`src/verilog/ipd_pkg.sv`:
```
// Shared constants and types for the indexed postbyte decoder
package ipd_pkg;

	// ----------------------------------------------------------------
	// Register byte addresses
	// ----------------------------------------------------------------
	localparam logic [5:0] ADDR_ACC    = 6'h00;
	localparam logic [5:0] ADDR_IDXX   = 6'h04;
	localparam logic [5:0] ADDR_IDXY   = 6'h08;
	localparam logic [5:0] ADDR_STK    = 6'h0C;
	localparam logic [5:0] ADDR_PC     = 6'h10;
	localparam logic [5:0] ADDR_FLAGS  = 6'h14;
	localparam logic [5:0] ADDR_CTRL   = 6'h18;
	localparam logic [5:0] ADDR_EA     = 6'h1C;
	localparam logic [5:0] ADDR_STATUS = 6'h20;
	localparam logic [5:0] ADDR_OPND   = 6'h24;

	// ----------------------------------------------------------------
	// Reset values
	// ----------------------------------------------------------------
	localparam logic [15:0] RST_WORD  = 16'h0000;
	localparam logic [7:0]  RST_BYTE  = 8'h00;
	localparam logic [7:0]  RST_FLAGS = 8'h00;

	// ----------------------------------------------------------------
	// Flag register bit positions
	// ----------------------------------------------------------------
	localparam int FLG_C = 0;
	localparam int FLG_V = 1;
	localparam int FLG_Z = 2;
	localparam int FLG_N = 3;
	localparam int FLG_I = 4;
	localparam int FLG_H = 5;
	localparam int FLG_X = 6;
	localparam int FLG_S = 7;

	// ----------------------------------------------------------------
	// Control and status fields
	// ----------------------------------------------------------------
	localparam int CTL_MODE_LSB = 0;
	localparam int CTL_COND_LSB = 4;
	localparam int CTL_GO       = 8;
	localparam int ST_DONE      = 0;
	localparam int ST_PAGE2     = 1;
	localparam int ST_INDIR     = 2;
	localparam int ST_BRANCH    = 3;
	localparam int ST_BUSY      = 4;
	localparam int ST_FORM_LSB  = 5;
	localparam int ST_OPC_LSB   = 8;
	localparam int ST_PB_LSB    = 16;

	// ----------------------------------------------------------------
	// Operand modes, index forms, branch conditions
	// ----------------------------------------------------------------
	localparam logic [2:0] MODE_IMPLIED_OPERAND = 3'h0;
	localparam logic [2:0] MODE_LITERAL_BYTE    = 3'h1;
	localparam logic [2:0] MODE_LITERAL_WORD    = 3'h2;
	localparam logic [2:0] MODE_DIRECT          = 3'h3;
	localparam logic [2:0] MODE_FULL_ADDRESS    = 3'h4;
	localparam logic [2:0] MODE_REL_BYTE        = 3'h5;
	localparam logic [2:0] MODE_REL_WORD        = 3'h6;
	localparam logic [2:0] MODE_INDEXED         = 3'h7;
	localparam logic [1:0] FORM_REGISTER_OFFSET = 2'h0;
	localparam logic [1:0] FORM_NINE_BIT_OFFSET = 2'h1;
	localparam logic [1:0] FORM_WIDE_OFFSET     = 2'h2;
	localparam logic [2:0] COND_ALWAYS = 3'h0;
	localparam logic [2:0] COND_ZSET   = 3'h1;
	localparam logic [2:0] COND_ZCLR   = 3'h2;
	localparam logic [2:0] COND_NSET   = 3'h3;
	localparam logic [2:0] COND_VSET   = 3'h4;
	localparam logic [2:0] COND_CSET   = 3'h5;
	localparam logic [2:0] COND_CCLR   = 3'h6;

	localparam logic [7:0] PAGE2_PREFIX = 8'h18;
	localparam logic [2:0] QUEUE_DEPTH  = 3'h4;
	localparam logic [2:0] QUEUE_START  = 3'h3;

	typedef enum logic [2:0] {
		S_IDLE, S_OPC, S_POST, S_HI_BYTE, S_LO_BYTE, S_FINISH
	} ipd_state_t;

endpackage : ipd_pkg

```
`src/verilog/ipd_decoder.sv`:
```
// Indexed postbyte decoder with programming model and Avalon-MM slave
//
// The register offsets and register access over Avalon-MM are this design's own decisions.
module ipd_decoder
	import ipd_pkg::*;
(
	input  wire logic        clk,
	input  wire logic        rst_b,
	input  wire logic [5:0]  avs_address,
	input  wire logic        avs_read,
	input  wire logic        avs_write,
	input  wire logic [31:0] avs_writedata,
	input  wire logic [3:0]  avs_byteenable,
	output logic      [31:0] avs_readdata,
	output logic             avs_waitrequest,
	input  wire logic [7:0]  prog_byte,
	input  wire logic        prog_valid,
	output logic             prog_ready,
	output logic      [15:0] fetch_addr
);

	function automatic logic [15:0] ipd_merge(
		input logic [15:0] old_v,
		input logic [15:0] new_v,
		input logic [1:0]  be
	);
		ipd_merge = {be[1] ? new_v[15:8] : old_v[15:8],
			be[0] ? new_v[7:0] : old_v[7:0]};
	endfunction : ipd_merge

	// ----------------------------------------------------------------
	// State
	// ----------------------------------------------------------------
	ipd_state_t  st_q, st_d;
	logic        wait_q;
	logic [31:0] rdata_q, rdata_w;
	logic [7:0]  acc_a_q, acc_b_q, flags_q;
	logic [15:0] reg_x_q, reg_y_q, stk_q, pc_q, fetch_q;
	logic [15:0] ea_q, opnd_q, opnd_d;
	logic [7:0]  opc_q, pb_q;
	logic [2:0]  mode_q, cond_q;
	logic [1:0]  form_q;
	logic        go_q, done_q, page2_q, indir_q, branch_q, ready_q;
	logic [7:0]  q_mem [4];
	logic [1:0]  wp_q, rp_q;
	logic [2:0]  cnt_q, cnt_d;

	// ----------------------------------------------------------------
	// Bus slave: one wait cycle, then the access completes
	// ----------------------------------------------------------------
	wire req    = avs_read | avs_write;
	wire wr_go  = avs_write & ~wait_q;
	wire rd_cap = avs_read & wait_q;
	wire wait_d = wait_q ? ~req : 1'b1;
	wire [15:0] wd16 = avs_writedata[15:0];
	wire [1:0]  be16 = avs_byteenable[1:0];
	wire w_acc   = wr_go && avs_address == ADDR_ACC;
	wire w_x     = wr_go && avs_address == ADDR_IDXX;
	wire w_y     = wr_go && avs_address == ADDR_IDXY;
	wire w_stk   = wr_go && avs_address == ADDR_STK;
	wire w_pc    = wr_go && avs_address == ADDR_PC;
	wire w_flags = wr_go && avs_address == ADDR_FLAGS && be16[0];
	wire w_ctrl  = wr_go && avs_address == ADDR_CTRL && be16[0];
	wire go_wr   = w_ctrl && be16[1] && avs_writedata[CTL_GO];
	// A new PC restarts fetching; queued bytes are stale
	wire flush   = w_pc;

	// ----------------------------------------------------------------
	// Instruction queue
	// ----------------------------------------------------------------
	wire [7:0] head = q_mem[rp_q];
	wire push = prog_valid & ready_q;
	wire fetching = st_q == S_OPC || st_q == S_POST
		|| st_q == S_HI_BYTE || st_q == S_LO_BYTE;
	wire pop = fetching && cnt_q != 3'h0 && !flush;
	wire [15:0] pc_merge = ipd_merge(pc_q, wd16, be16);

	always_comb begin
		cnt_d = cnt_q;
		if (flush) begin
			cnt_d = 3'h0;
		end else if (push && !pop) begin
			cnt_d = cnt_q + 3'h1;
		end else if (pop && !push) begin
			cnt_d = cnt_q - 3'h1;
		end
	end

	always_ff @(posedge clk) begin
		if (push) begin
			q_mem[wp_q] <= prog_byte;
		end
	end

	// ----------------------------------------------------------------
	// Postbyte decode and effective address
	// ----------------------------------------------------------------
	wire f_long  = pb_q[7:5] == 3'b111;
	wire is_acc  = f_long & pb_q[2];
	wire is_cst  = f_long & ~pb_q[2];
	wire is_off5 = ~f_long & ~pb_q[5];
	wire is_auto = ~f_long & pb_q[5];
	wire is_ind  = f_long & pb_q[1] & pb_q[0];
	wire is_post = is_auto & pb_q[4];
	wire [1:0] rr = f_long ? pb_q[4:3] : pb_q[7:6];
	wire [15:0] acc_d16 = {acc_a_q, acc_b_q};
	logic [15:0] base_w, off_w, ea_w;

	assign base_w = rr == 2'h0 ? reg_x_q : rr == 2'h1 ? reg_y_q
		: rr == 2'h2 ? stk_q : pc_q;
	wire [15:0] adj_w = pb_q[3] ? {12'hFFF, pb_q[3:0]}
		: {12'h000, pb_q[3:0]} + 16'h0001;
	wire [15:0] adjd_w = base_w + adj_w;
	wire [15:0] cst_w = pb_q[1] ? opnd_q : {{8{pb_q[0]}}, opnd_q[7:0]};
	wire [15:0] accoff_w = pb_q[1] ? acc_d16
		: {8'h00, pb_q[0] ? acc_b_q : acc_a_q};
	wire [15:0] off5_w = {{11{pb_q[4]}}, pb_q[4:0]};
	assign off_w = is_off5 ? off5_w : is_auto ? adj_w
		: is_acc ? accoff_w : cst_w;
	wire [15:0] ndx_ea = is_post ? base_w : base_w + off_w;

	always_comb begin
		case (mode_q)
			MODE_DIRECT:       ea_w = {8'h00, opnd_q[7:0]};
			MODE_FULL_ADDRESS: ea_w = opnd_q;
			MODE_REL_BYTE:     ea_w = pc_q + {{8{opnd_q[7]}}, opnd_q[7:0]};
			MODE_REL_WORD:     ea_w = pc_q + opnd_q;
			MODE_INDEXED:      ea_w = ndx_ea;
			default:           ea_w = RST_WORD;
		endcase
	end

	// branch test on N Z V C
	logic cond_w;
	always_comb begin
		case (cond_q)
			COND_ALWAYS: cond_w = 1'b1;
			COND_ZSET:   cond_w = flags_q[FLG_Z];
			COND_ZCLR:   cond_w = ~flags_q[FLG_Z];
			COND_NSET:   cond_w = flags_q[FLG_N];
			COND_VSET:   cond_w = flags_q[FLG_V];
			COND_CSET:   cond_w = flags_q[FLG_C];
			COND_CCLR:   cond_w = ~flags_q[FLG_C];
			default:     cond_w = 1'b0;
		endcase
	end

	// ----------------------------------------------------------------
	// Sequencer
	// ----------------------------------------------------------------
	wire fin = st_q == S_FINISH;
	wire start = st_q == S_IDLE && st_d == S_OPC;
	wire is_prefix = head == PAGE2_PREFIX && !page2_q;
	wire post_wide = head[7:5] == 3'b111 && !head[2];
	wire mod_en = fin && mode_q == MODE_INDEXED && is_auto;

	always_comb begin
		st_d = st_q;
		case (st_q)
			S_IDLE: if (go_q && cnt_q >= QUEUE_START) begin
				st_d = S_OPC;
			end
			S_OPC: if (pop && !is_prefix) begin
				case (mode_q)
					MODE_IMPLIED_OPERAND: st_d = S_FINISH;
					MODE_LITERAL_BYTE,
					MODE_DIRECT,
					MODE_REL_BYTE:        st_d = S_LO_BYTE;
					MODE_INDEXED:         st_d = S_POST;
					default:              st_d = S_HI_BYTE;
				endcase
			end
			S_POST: if (pop) begin
				st_d = !post_wide ? S_FINISH
					: head[1] ? S_HI_BYTE : S_LO_BYTE;
			end
			S_HI_BYTE: if (pop) begin
				st_d = S_LO_BYTE;
			end
			S_LO_BYTE: if (pop) begin
				st_d = S_FINISH;
			end
			S_FINISH: st_d = S_IDLE;
			default:  st_d = S_IDLE;
		endcase
		if (flush) begin
			st_d = S_IDLE;
		end
	end

	always_comb begin
		opnd_d = opnd_q;
		if (pop && st_q == S_OPC) begin
			opnd_d = RST_WORD;
		end else if (pop && st_q == S_HI_BYTE) begin
			opnd_d[15:8] = head;
		end else if (pop && st_q == S_LO_BYTE) begin
			opnd_d[7:0] = head;
		end
	end

	// ----------------------------------------------------------------
	// Programming model next values
	// ----------------------------------------------------------------
	// write back the adjusted register
	wire [15:0] x_d = mod_en && rr == 2'h0 ? adjd_w
		: w_x ? ipd_merge(reg_x_q, wd16, be16) : reg_x_q;
	wire [15:0] y_d = mod_en && rr == 2'h1 ? adjd_w
		: w_y ? ipd_merge(reg_y_q, wd16, be16) : reg_y_q;
	wire [15:0] stk_d = mod_en && rr == 2'h2 ? adjd_w
		: w_stk ? ipd_merge(stk_q, wd16, be16) : stk_q;
	wire [15:0] pc_d = flush ? pc_merge
		: pop ? pc_q + 16'h0001 : pc_q;
	wire [15:0] fetch_d = flush ? pc_merge
		: push ? fetch_q + 16'h0001 : fetch_q;
	wire [7:0] a_d = w_acc && be16[1] ? wd16[15:8] : acc_a_q;
	wire [7:0] b_d = w_acc && be16[0] ? wd16[7:0] : acc_b_q;
	wire [1:0] form_d = !is_cst ? FORM_REGISTER_OFFSET
		: pb_q[1] ? FORM_WIDE_OFFSET : FORM_NINE_BIT_OFFSET;

	// ----------------------------------------------------------------
	// Read mux
	// ----------------------------------------------------------------
	always_comb begin
		rdata_w = 32'h0000_0000;
		case (avs_address)
			ADDR_ACC:    rdata_w[15:0] = acc_d16;
			ADDR_IDXX:   rdata_w[15:0] = reg_x_q;
			ADDR_IDXY:   rdata_w[15:0] = reg_y_q;
			ADDR_STK:    rdata_w[15:0] = stk_q;
			ADDR_PC:     rdata_w[15:0] = pc_q;
			ADDR_FLAGS:  rdata_w[7:0] = flags_q;
			ADDR_CTRL: begin
				rdata_w[CTL_MODE_LSB +: 3] = mode_q;
				rdata_w[CTL_COND_LSB +: 3] = cond_q;
			end
			ADDR_EA:     rdata_w[15:0] = ea_q;
			ADDR_STATUS: begin
				rdata_w[ST_DONE]   = done_q;
				rdata_w[ST_PAGE2]  = page2_q;
				rdata_w[ST_INDIR]  = indir_q;
				rdata_w[ST_BRANCH] = branch_q;
				rdata_w[ST_BUSY]   = go_q | st_q != S_IDLE;
				rdata_w[ST_FORM_LSB +: 2] = form_q;
				rdata_w[ST_OPC_LSB +: 8]  = opc_q;
				rdata_w[ST_PB_LSB +: 8]   = pb_q;
			end
			ADDR_OPND:   rdata_w[15:0] = opnd_q;
			default:     rdata_w = 32'h0000_0000;
		endcase
	end

	// ----------------------------------------------------------------
	// Registers
	// ----------------------------------------------------------------
	always_ff @(posedge clk or negedge rst_b) begin
		if (!rst_b) begin
			wait_q  <= 1'b1;
			rdata_q <= 32'h0000_0000;
			wp_q    <= 2'h0;
			rp_q    <= 2'h0;
			cnt_q   <= 3'h0;
			ready_q <= 1'b0;
			fetch_q <= RST_WORD;
		end else begin
			wait_q  <= wait_d;
			rdata_q <= rd_cap ? rdata_w : rdata_q;
			wp_q    <= flush ? 2'h0 : wp_q + {1'b0, push};
			rp_q    <= flush ? 2'h0 : rp_q + {1'b0, pop};
			cnt_q   <= cnt_d;
			ready_q <= cnt_d < QUEUE_DEPTH && !flush;
			fetch_q <= fetch_d;
		end
	end

	always_ff @(posedge clk or negedge rst_b) begin
		if (!rst_b) begin
			acc_a_q <= RST_BYTE;
			acc_b_q <= RST_BYTE;
			reg_x_q <= RST_WORD;
			reg_y_q <= RST_WORD;
			stk_q   <= RST_WORD;
			pc_q    <= RST_WORD;
			flags_q <= RST_FLAGS;
			mode_q  <= MODE_IMPLIED_OPERAND;
			cond_q  <= COND_ALWAYS;
		end else begin
			acc_a_q <= a_d;
			acc_b_q <= b_d;
			reg_x_q <= x_d;
			reg_y_q <= y_d;
			stk_q   <= stk_d;
			pc_q    <= pc_d;
			flags_q <= w_flags ? wd16[7:0] : flags_q;
			mode_q  <= w_ctrl ? avs_writedata[CTL_MODE_LSB +: 3] : mode_q;
			cond_q  <= w_ctrl ? avs_writedata[CTL_COND_LSB +: 3] : cond_q;
		end
	end

	// Done is set by hardware and wins over a clearing go write
	always_ff @(posedge clk or negedge rst_b) begin
		if (!rst_b) begin
			st_q     <= S_IDLE;
			go_q     <= 1'b0;
			done_q   <= 1'b0;
			page2_q  <= 1'b0;
			opc_q    <= RST_BYTE;
			pb_q     <= RST_BYTE;
			opnd_q   <= RST_WORD;
			ea_q     <= RST_WORD;
			indir_q  <= 1'b0;
			branch_q <= 1'b0;
			form_q   <= FORM_REGISTER_OFFSET;
		end else begin
			st_q    <= st_d;
			go_q    <= go_wr | (go_q & ~start & ~flush);
			done_q  <= fin | (done_q & ~go_wr);
			page2_q <= start ? 1'b0
				: (pop && st_q == S_OPC && is_prefix) | page2_q;
			opc_q   <= pop && st_q == S_OPC ? head : opc_q;
			pb_q    <= start ? RST_BYTE
				: pop && st_q == S_POST ? head : pb_q;
			opnd_q  <= opnd_d;
			ea_q    <= fin ? ea_w : ea_q;
			indir_q <= fin ? mode_q == MODE_INDEXED && is_ind : indir_q;
			branch_q <= fin ? cond_w : branch_q;
			form_q  <= fin ? form_d : form_q;
		end
	end

	assign avs_readdata    = rdata_q;
	assign avs_waitrequest = wait_q;
	assign prog_ready      = ready_q;
	assign fetch_addr      = fetch_q;
endmodule : ipd_decoder

```
`config.mk`:
```
export PLATFORM = sky130hd
export DESIGN_NAME = ipd_decoder
export DESIGN_NICKNAME = d
export VERILOG_FILES = /design/src/verilog/ipd_pkg.sv /design/src/verilog/ipd_decoder.sv
export SDC_FILE = /design/constraint.sdc
export NUM_CORES = 1
export LEC_CHECK = 0
export ABC_AREA = 1
export BUFFER_PORTS_ARGS = -buffer_cell sky130_fd_sc_hd__buf_2
export CAP_MARGIN = 25
export CORE_MARGIN = 2
export CORE_UTILIZATION = 35
export DETAILED_ROUTE_END_ITERATION = 6
export PLACE_DENSITY = 0.5
export SYNTH_ARGS = -nofsm -noshare
export SYNTH_HDL_FRONTEND = slang
export SYNTH_SLANG_ARGS = --single-unit
```
`constraint.sdc`:
```
create_clock -name clk -period 3.3 [get_ports clk]
set_input_delay 0.66 -clock clk [delete_from_list [all_inputs] [get_ports clk]]
set_output_delay 0.66 -clock clk [all_outputs]
set_load 0.005 [all_outputs]
```
==> flow_metrics.tcl <==
set metrics [dict create \
    run_status "finished with violations" \
    failed_checks "setup timing" \
    r2r-end "ea_q[10]" \
    cpMostUsedCell "nand2_1" \
    hold_class "input pin to flop" \
    hp-start "avs_read" \
    routed_via_density 5.527 \
    multiInputGateArea_um2 8474 \
    synth_cell_types 63 \
    whs_path_depth 2 \
    dr.pass1.iters 6 \
    dieArea_um2 44820 \
    cts_sinks 233 \
    peakVddDrop_mv 0.6086 \
    final_core_util 0.4587 \
    ff2ff_setup_slack_ns -0.009 \
    power.density_nw_per_um2 980.2 \
    dr_total_vias 15780 \
    max_stage_delay_ns 0.42 \
    start_util 0.3529 \
    hpwl_um 50880 \
    synth_seq_cells 233 \
    clock.fmax_mhz 302.2 \
    grt_pass1_wl_um 95580 \
    wl_per_cell_um 22.75 \
    layout_worst_path_cycle_share 1.003 \
    reg2reg_depth 22 \
    rsz0062_at_grt "true" \
    postRouteAntennaNets 0 \
    grt_start_max_net_pins 62 \
    synth_flop_cell "dfrtp_1" \
    fin_ws_ns -0.009248 \
    core_um2 42790 \
    synthArstFlopShare 0.8627 \
    place_congestion 0.9872 \
    drt_iter0_drc 1659 \
    clock_path_buffers 3 \
    tightestPinTransition_ns 0.8192 \
    cp_data_required_time_ns 3.76 \
    hold_viol_final 0 \
    crit_path_max_fanout 8 \
    setup_violations 1 \
    finalPower_mw 19.24 \
    netlist_area_um2 15100 \
    drive_above_1_share 0.2404 \
    drv_slew 0 \
    layout_commonest_cell "nand2_1" \
    dieWidth_um 211.7 \
    post-route-min-period_ns 3.309 \
    cts_max_level 1 \
    grt_overflow 0 \
    num_io_pins 105 \
    ff_latch_area_um2 5997 \
    yosysSeqAreaShare 0.3968 \
    die_h_um 211.7 \
    yosysWarnings 0 \
    slew_headroom 0.4489 \
    nets 2397 \
    area_growth_pct 29.98 \
    r2r_start "pb_q[6]" \
    fillCellCount 4394 \
    cts_tree "built" \
    final_cell_mix "nand2_1, inv_1, buf_4" \
    cts_made_buffers 30 \
    p_leak_nw 9.468 \
    grt_pass1_vias 15060 \
    criticalPathCategory "flop to flop" \
    netlist_instances 1995 \
    avgSynthCellArea_um2 7.569 \
    critPathSlowestCell "dfrtp_2" \
    clk_latency_ns 0.58 \
    clkTransAtPathRegs_ns 0.06 \
    worstPathArrival_ns 3.77 \
    grt_usage 0.2892 \
    startpoint_type "flop" \
    io_buffers 78 \
    cts_root_buf "clkbuf_16" \
    whs_endpoint "avs_waitrequest" \
    drc_errors 0 \
    worstPathCellList "nand2_4 > buf_6 > o21ai_4 > buf_6 > o21ai_1 > a32oi_2 > buf_4 > ha_4 > inv_2 > fa_2 > nor2_4 > o21ai_2 > a21oi_2 > nand3_2 > nand2_4 > nand3b_1 > nand3_1 > nand3_2 > nand2_2 > nand2_1 > nand2_1 > nand2_1" \
    clock_skew_ns 0.01252 \
    diodes 0 \
    routed_wl_um 64940 \
    rows 76 \
    antenna_found_initial 0 \
    worstSetupEndpointType "flop" \
    maxCapViolations 0 \
    synth_enable_flop_cells 32 \
]
flip-flops by register name (all words and copies together) (netlist names), 2 cells and up:
name	flops
acc_a_q	8
acc_b_q	8
avs_readdata	24
cnt_q	3
cond_q	3
ea_q	16
fetch_addr	16
flags_q	8
form_q	2
mode_q	3
opc_q	8
opnd_q	16
pb_q	8
pc_q	16
q_mem	32
reg_x_q	16
reg_y_q	16
rp_q	2
st_q	3
stk_q	16
wp_q	2
power breakdown:
part | internal (mW) | total, mW | leakage, nW | switching, mW
registers | 3.41 | 3.91 | 2.68 | 0.496
clock network | 2.45 | 3.83 | 0.564 | 1.38
logic | 4.78 | 11.5 | 6.22 | 6.72
metal layers:
| metal | up-vias | part of all wire | GRT usage | routed length (µm) |
|---|---|---|---|---|
| met5 | - | 0 | 0 | 0 |
| met4 | 0 | 0.049 | 0.1221 | 3179 |
| met3 | 137 | 0.078 | 0.04213 | 5061 |
| met2 | 637 | 0.44 | 0.4508 | 28730 |
| met1 | 7592 | 0.43 | 0.4011 | 27970 |
| li1 | 7414 | - | - | - |
cells by family (layout without fill, tap and decap cells):
family | count (synthesis) | after routing | synth area share
compound gates | 533 | 533 | 0.2158
xor+xnor | 26 | 26 | 0.01508
fa+ha+maj | 57 | 57 | 0.04872
buf+inv | 323 | 630 | 0.08476
flops | 233 | 233 | 0.3968
mux | 8 | 8 | 0.005966
other cells | 1 | 8 | 0.0002483
simple gates | 814 | 814 | 0.2327
worst max-delay path by stage:
stage / slack, ns / to / startpoint
final: -0.009 / ea_q[10] / pb_q[6]
after global placement: -0.39 / ea_q[13] / pb_q[6]
after floorplan: 0.02 / ea_q[10] / pb_q[3]
after CTS: 0.003 / ea_q[13] / pb_q[7]
after global routing: -0.16 / ea_q[11] / pb_q[6]
after detailed placement: -0.38 / ea_q[13] / pb_q[6]
cell usage after synthesis, drive strengths merged (16+ instances only):
master	n	share of area
buf	30	0.012
a21oi	105	0.035
nand3	109	0.037
nand2	479	0.12
nor3	31	0.012
a22oi	16	0.0080
inv	252	0.063
a221oi	20	0.012
clkbuf	39	0.0097
o21ai	210	0.070
o221ai	30	0.018
o22ai	39	0.016
dfrtp	200	0.33
edfxtp	32	0.064
xor2	17	0.0099
nor2	165	0.048
a31oi	28	0.012
ha	54	0.045
what timing repair did:
action,4_1_cts,5_1_grt
gates cloned,0,1
endpoints found under the hold margin,23,0
hold buffers,1,0
gates resized for setup,80,87
endpoints found under the setup margin,48,42
setup buffers,6,10
pin swaps,33,37
worst max-delay path, delay by kind of cell (launching register included):
family	cells	cell delay (ns)
simple gates	11	1.00
compound gates	5	0.73
fa+ha+maj	2	0.52
buf+inv	4	0.51
flops	1	0.42
through the flow:
stage                     setup TNS (ns)  std cells  hold slack, ns  setup WS, ns  cell area (µm²)
after floorplan                        0       2002          0.3644       0.01954            15130
after global placement            -7.685       2782          0.4575       -0.3902            17650
after detailed placement          -9.118       2782          0.4621       -0.3818            17650
after CTS                              0       2845          0.2391      0.002677            19210
after global routing              -2.530       2855          0.2479       -0.1645            19630
final                          -0.009248       2855          0.2494     -0.009248            19630
area by class of cell:
class	count	area share
multi-input combinational	1446	0.4318
clock buffer	42	0.04622
inverter	254	0.04972
clock inverter	14	0.01307
sequential	233	0.3055
tap	546	0.03481
timing repair buffer	320	0.1189
No activity file was read; power rests on OpenSTA's default activity.
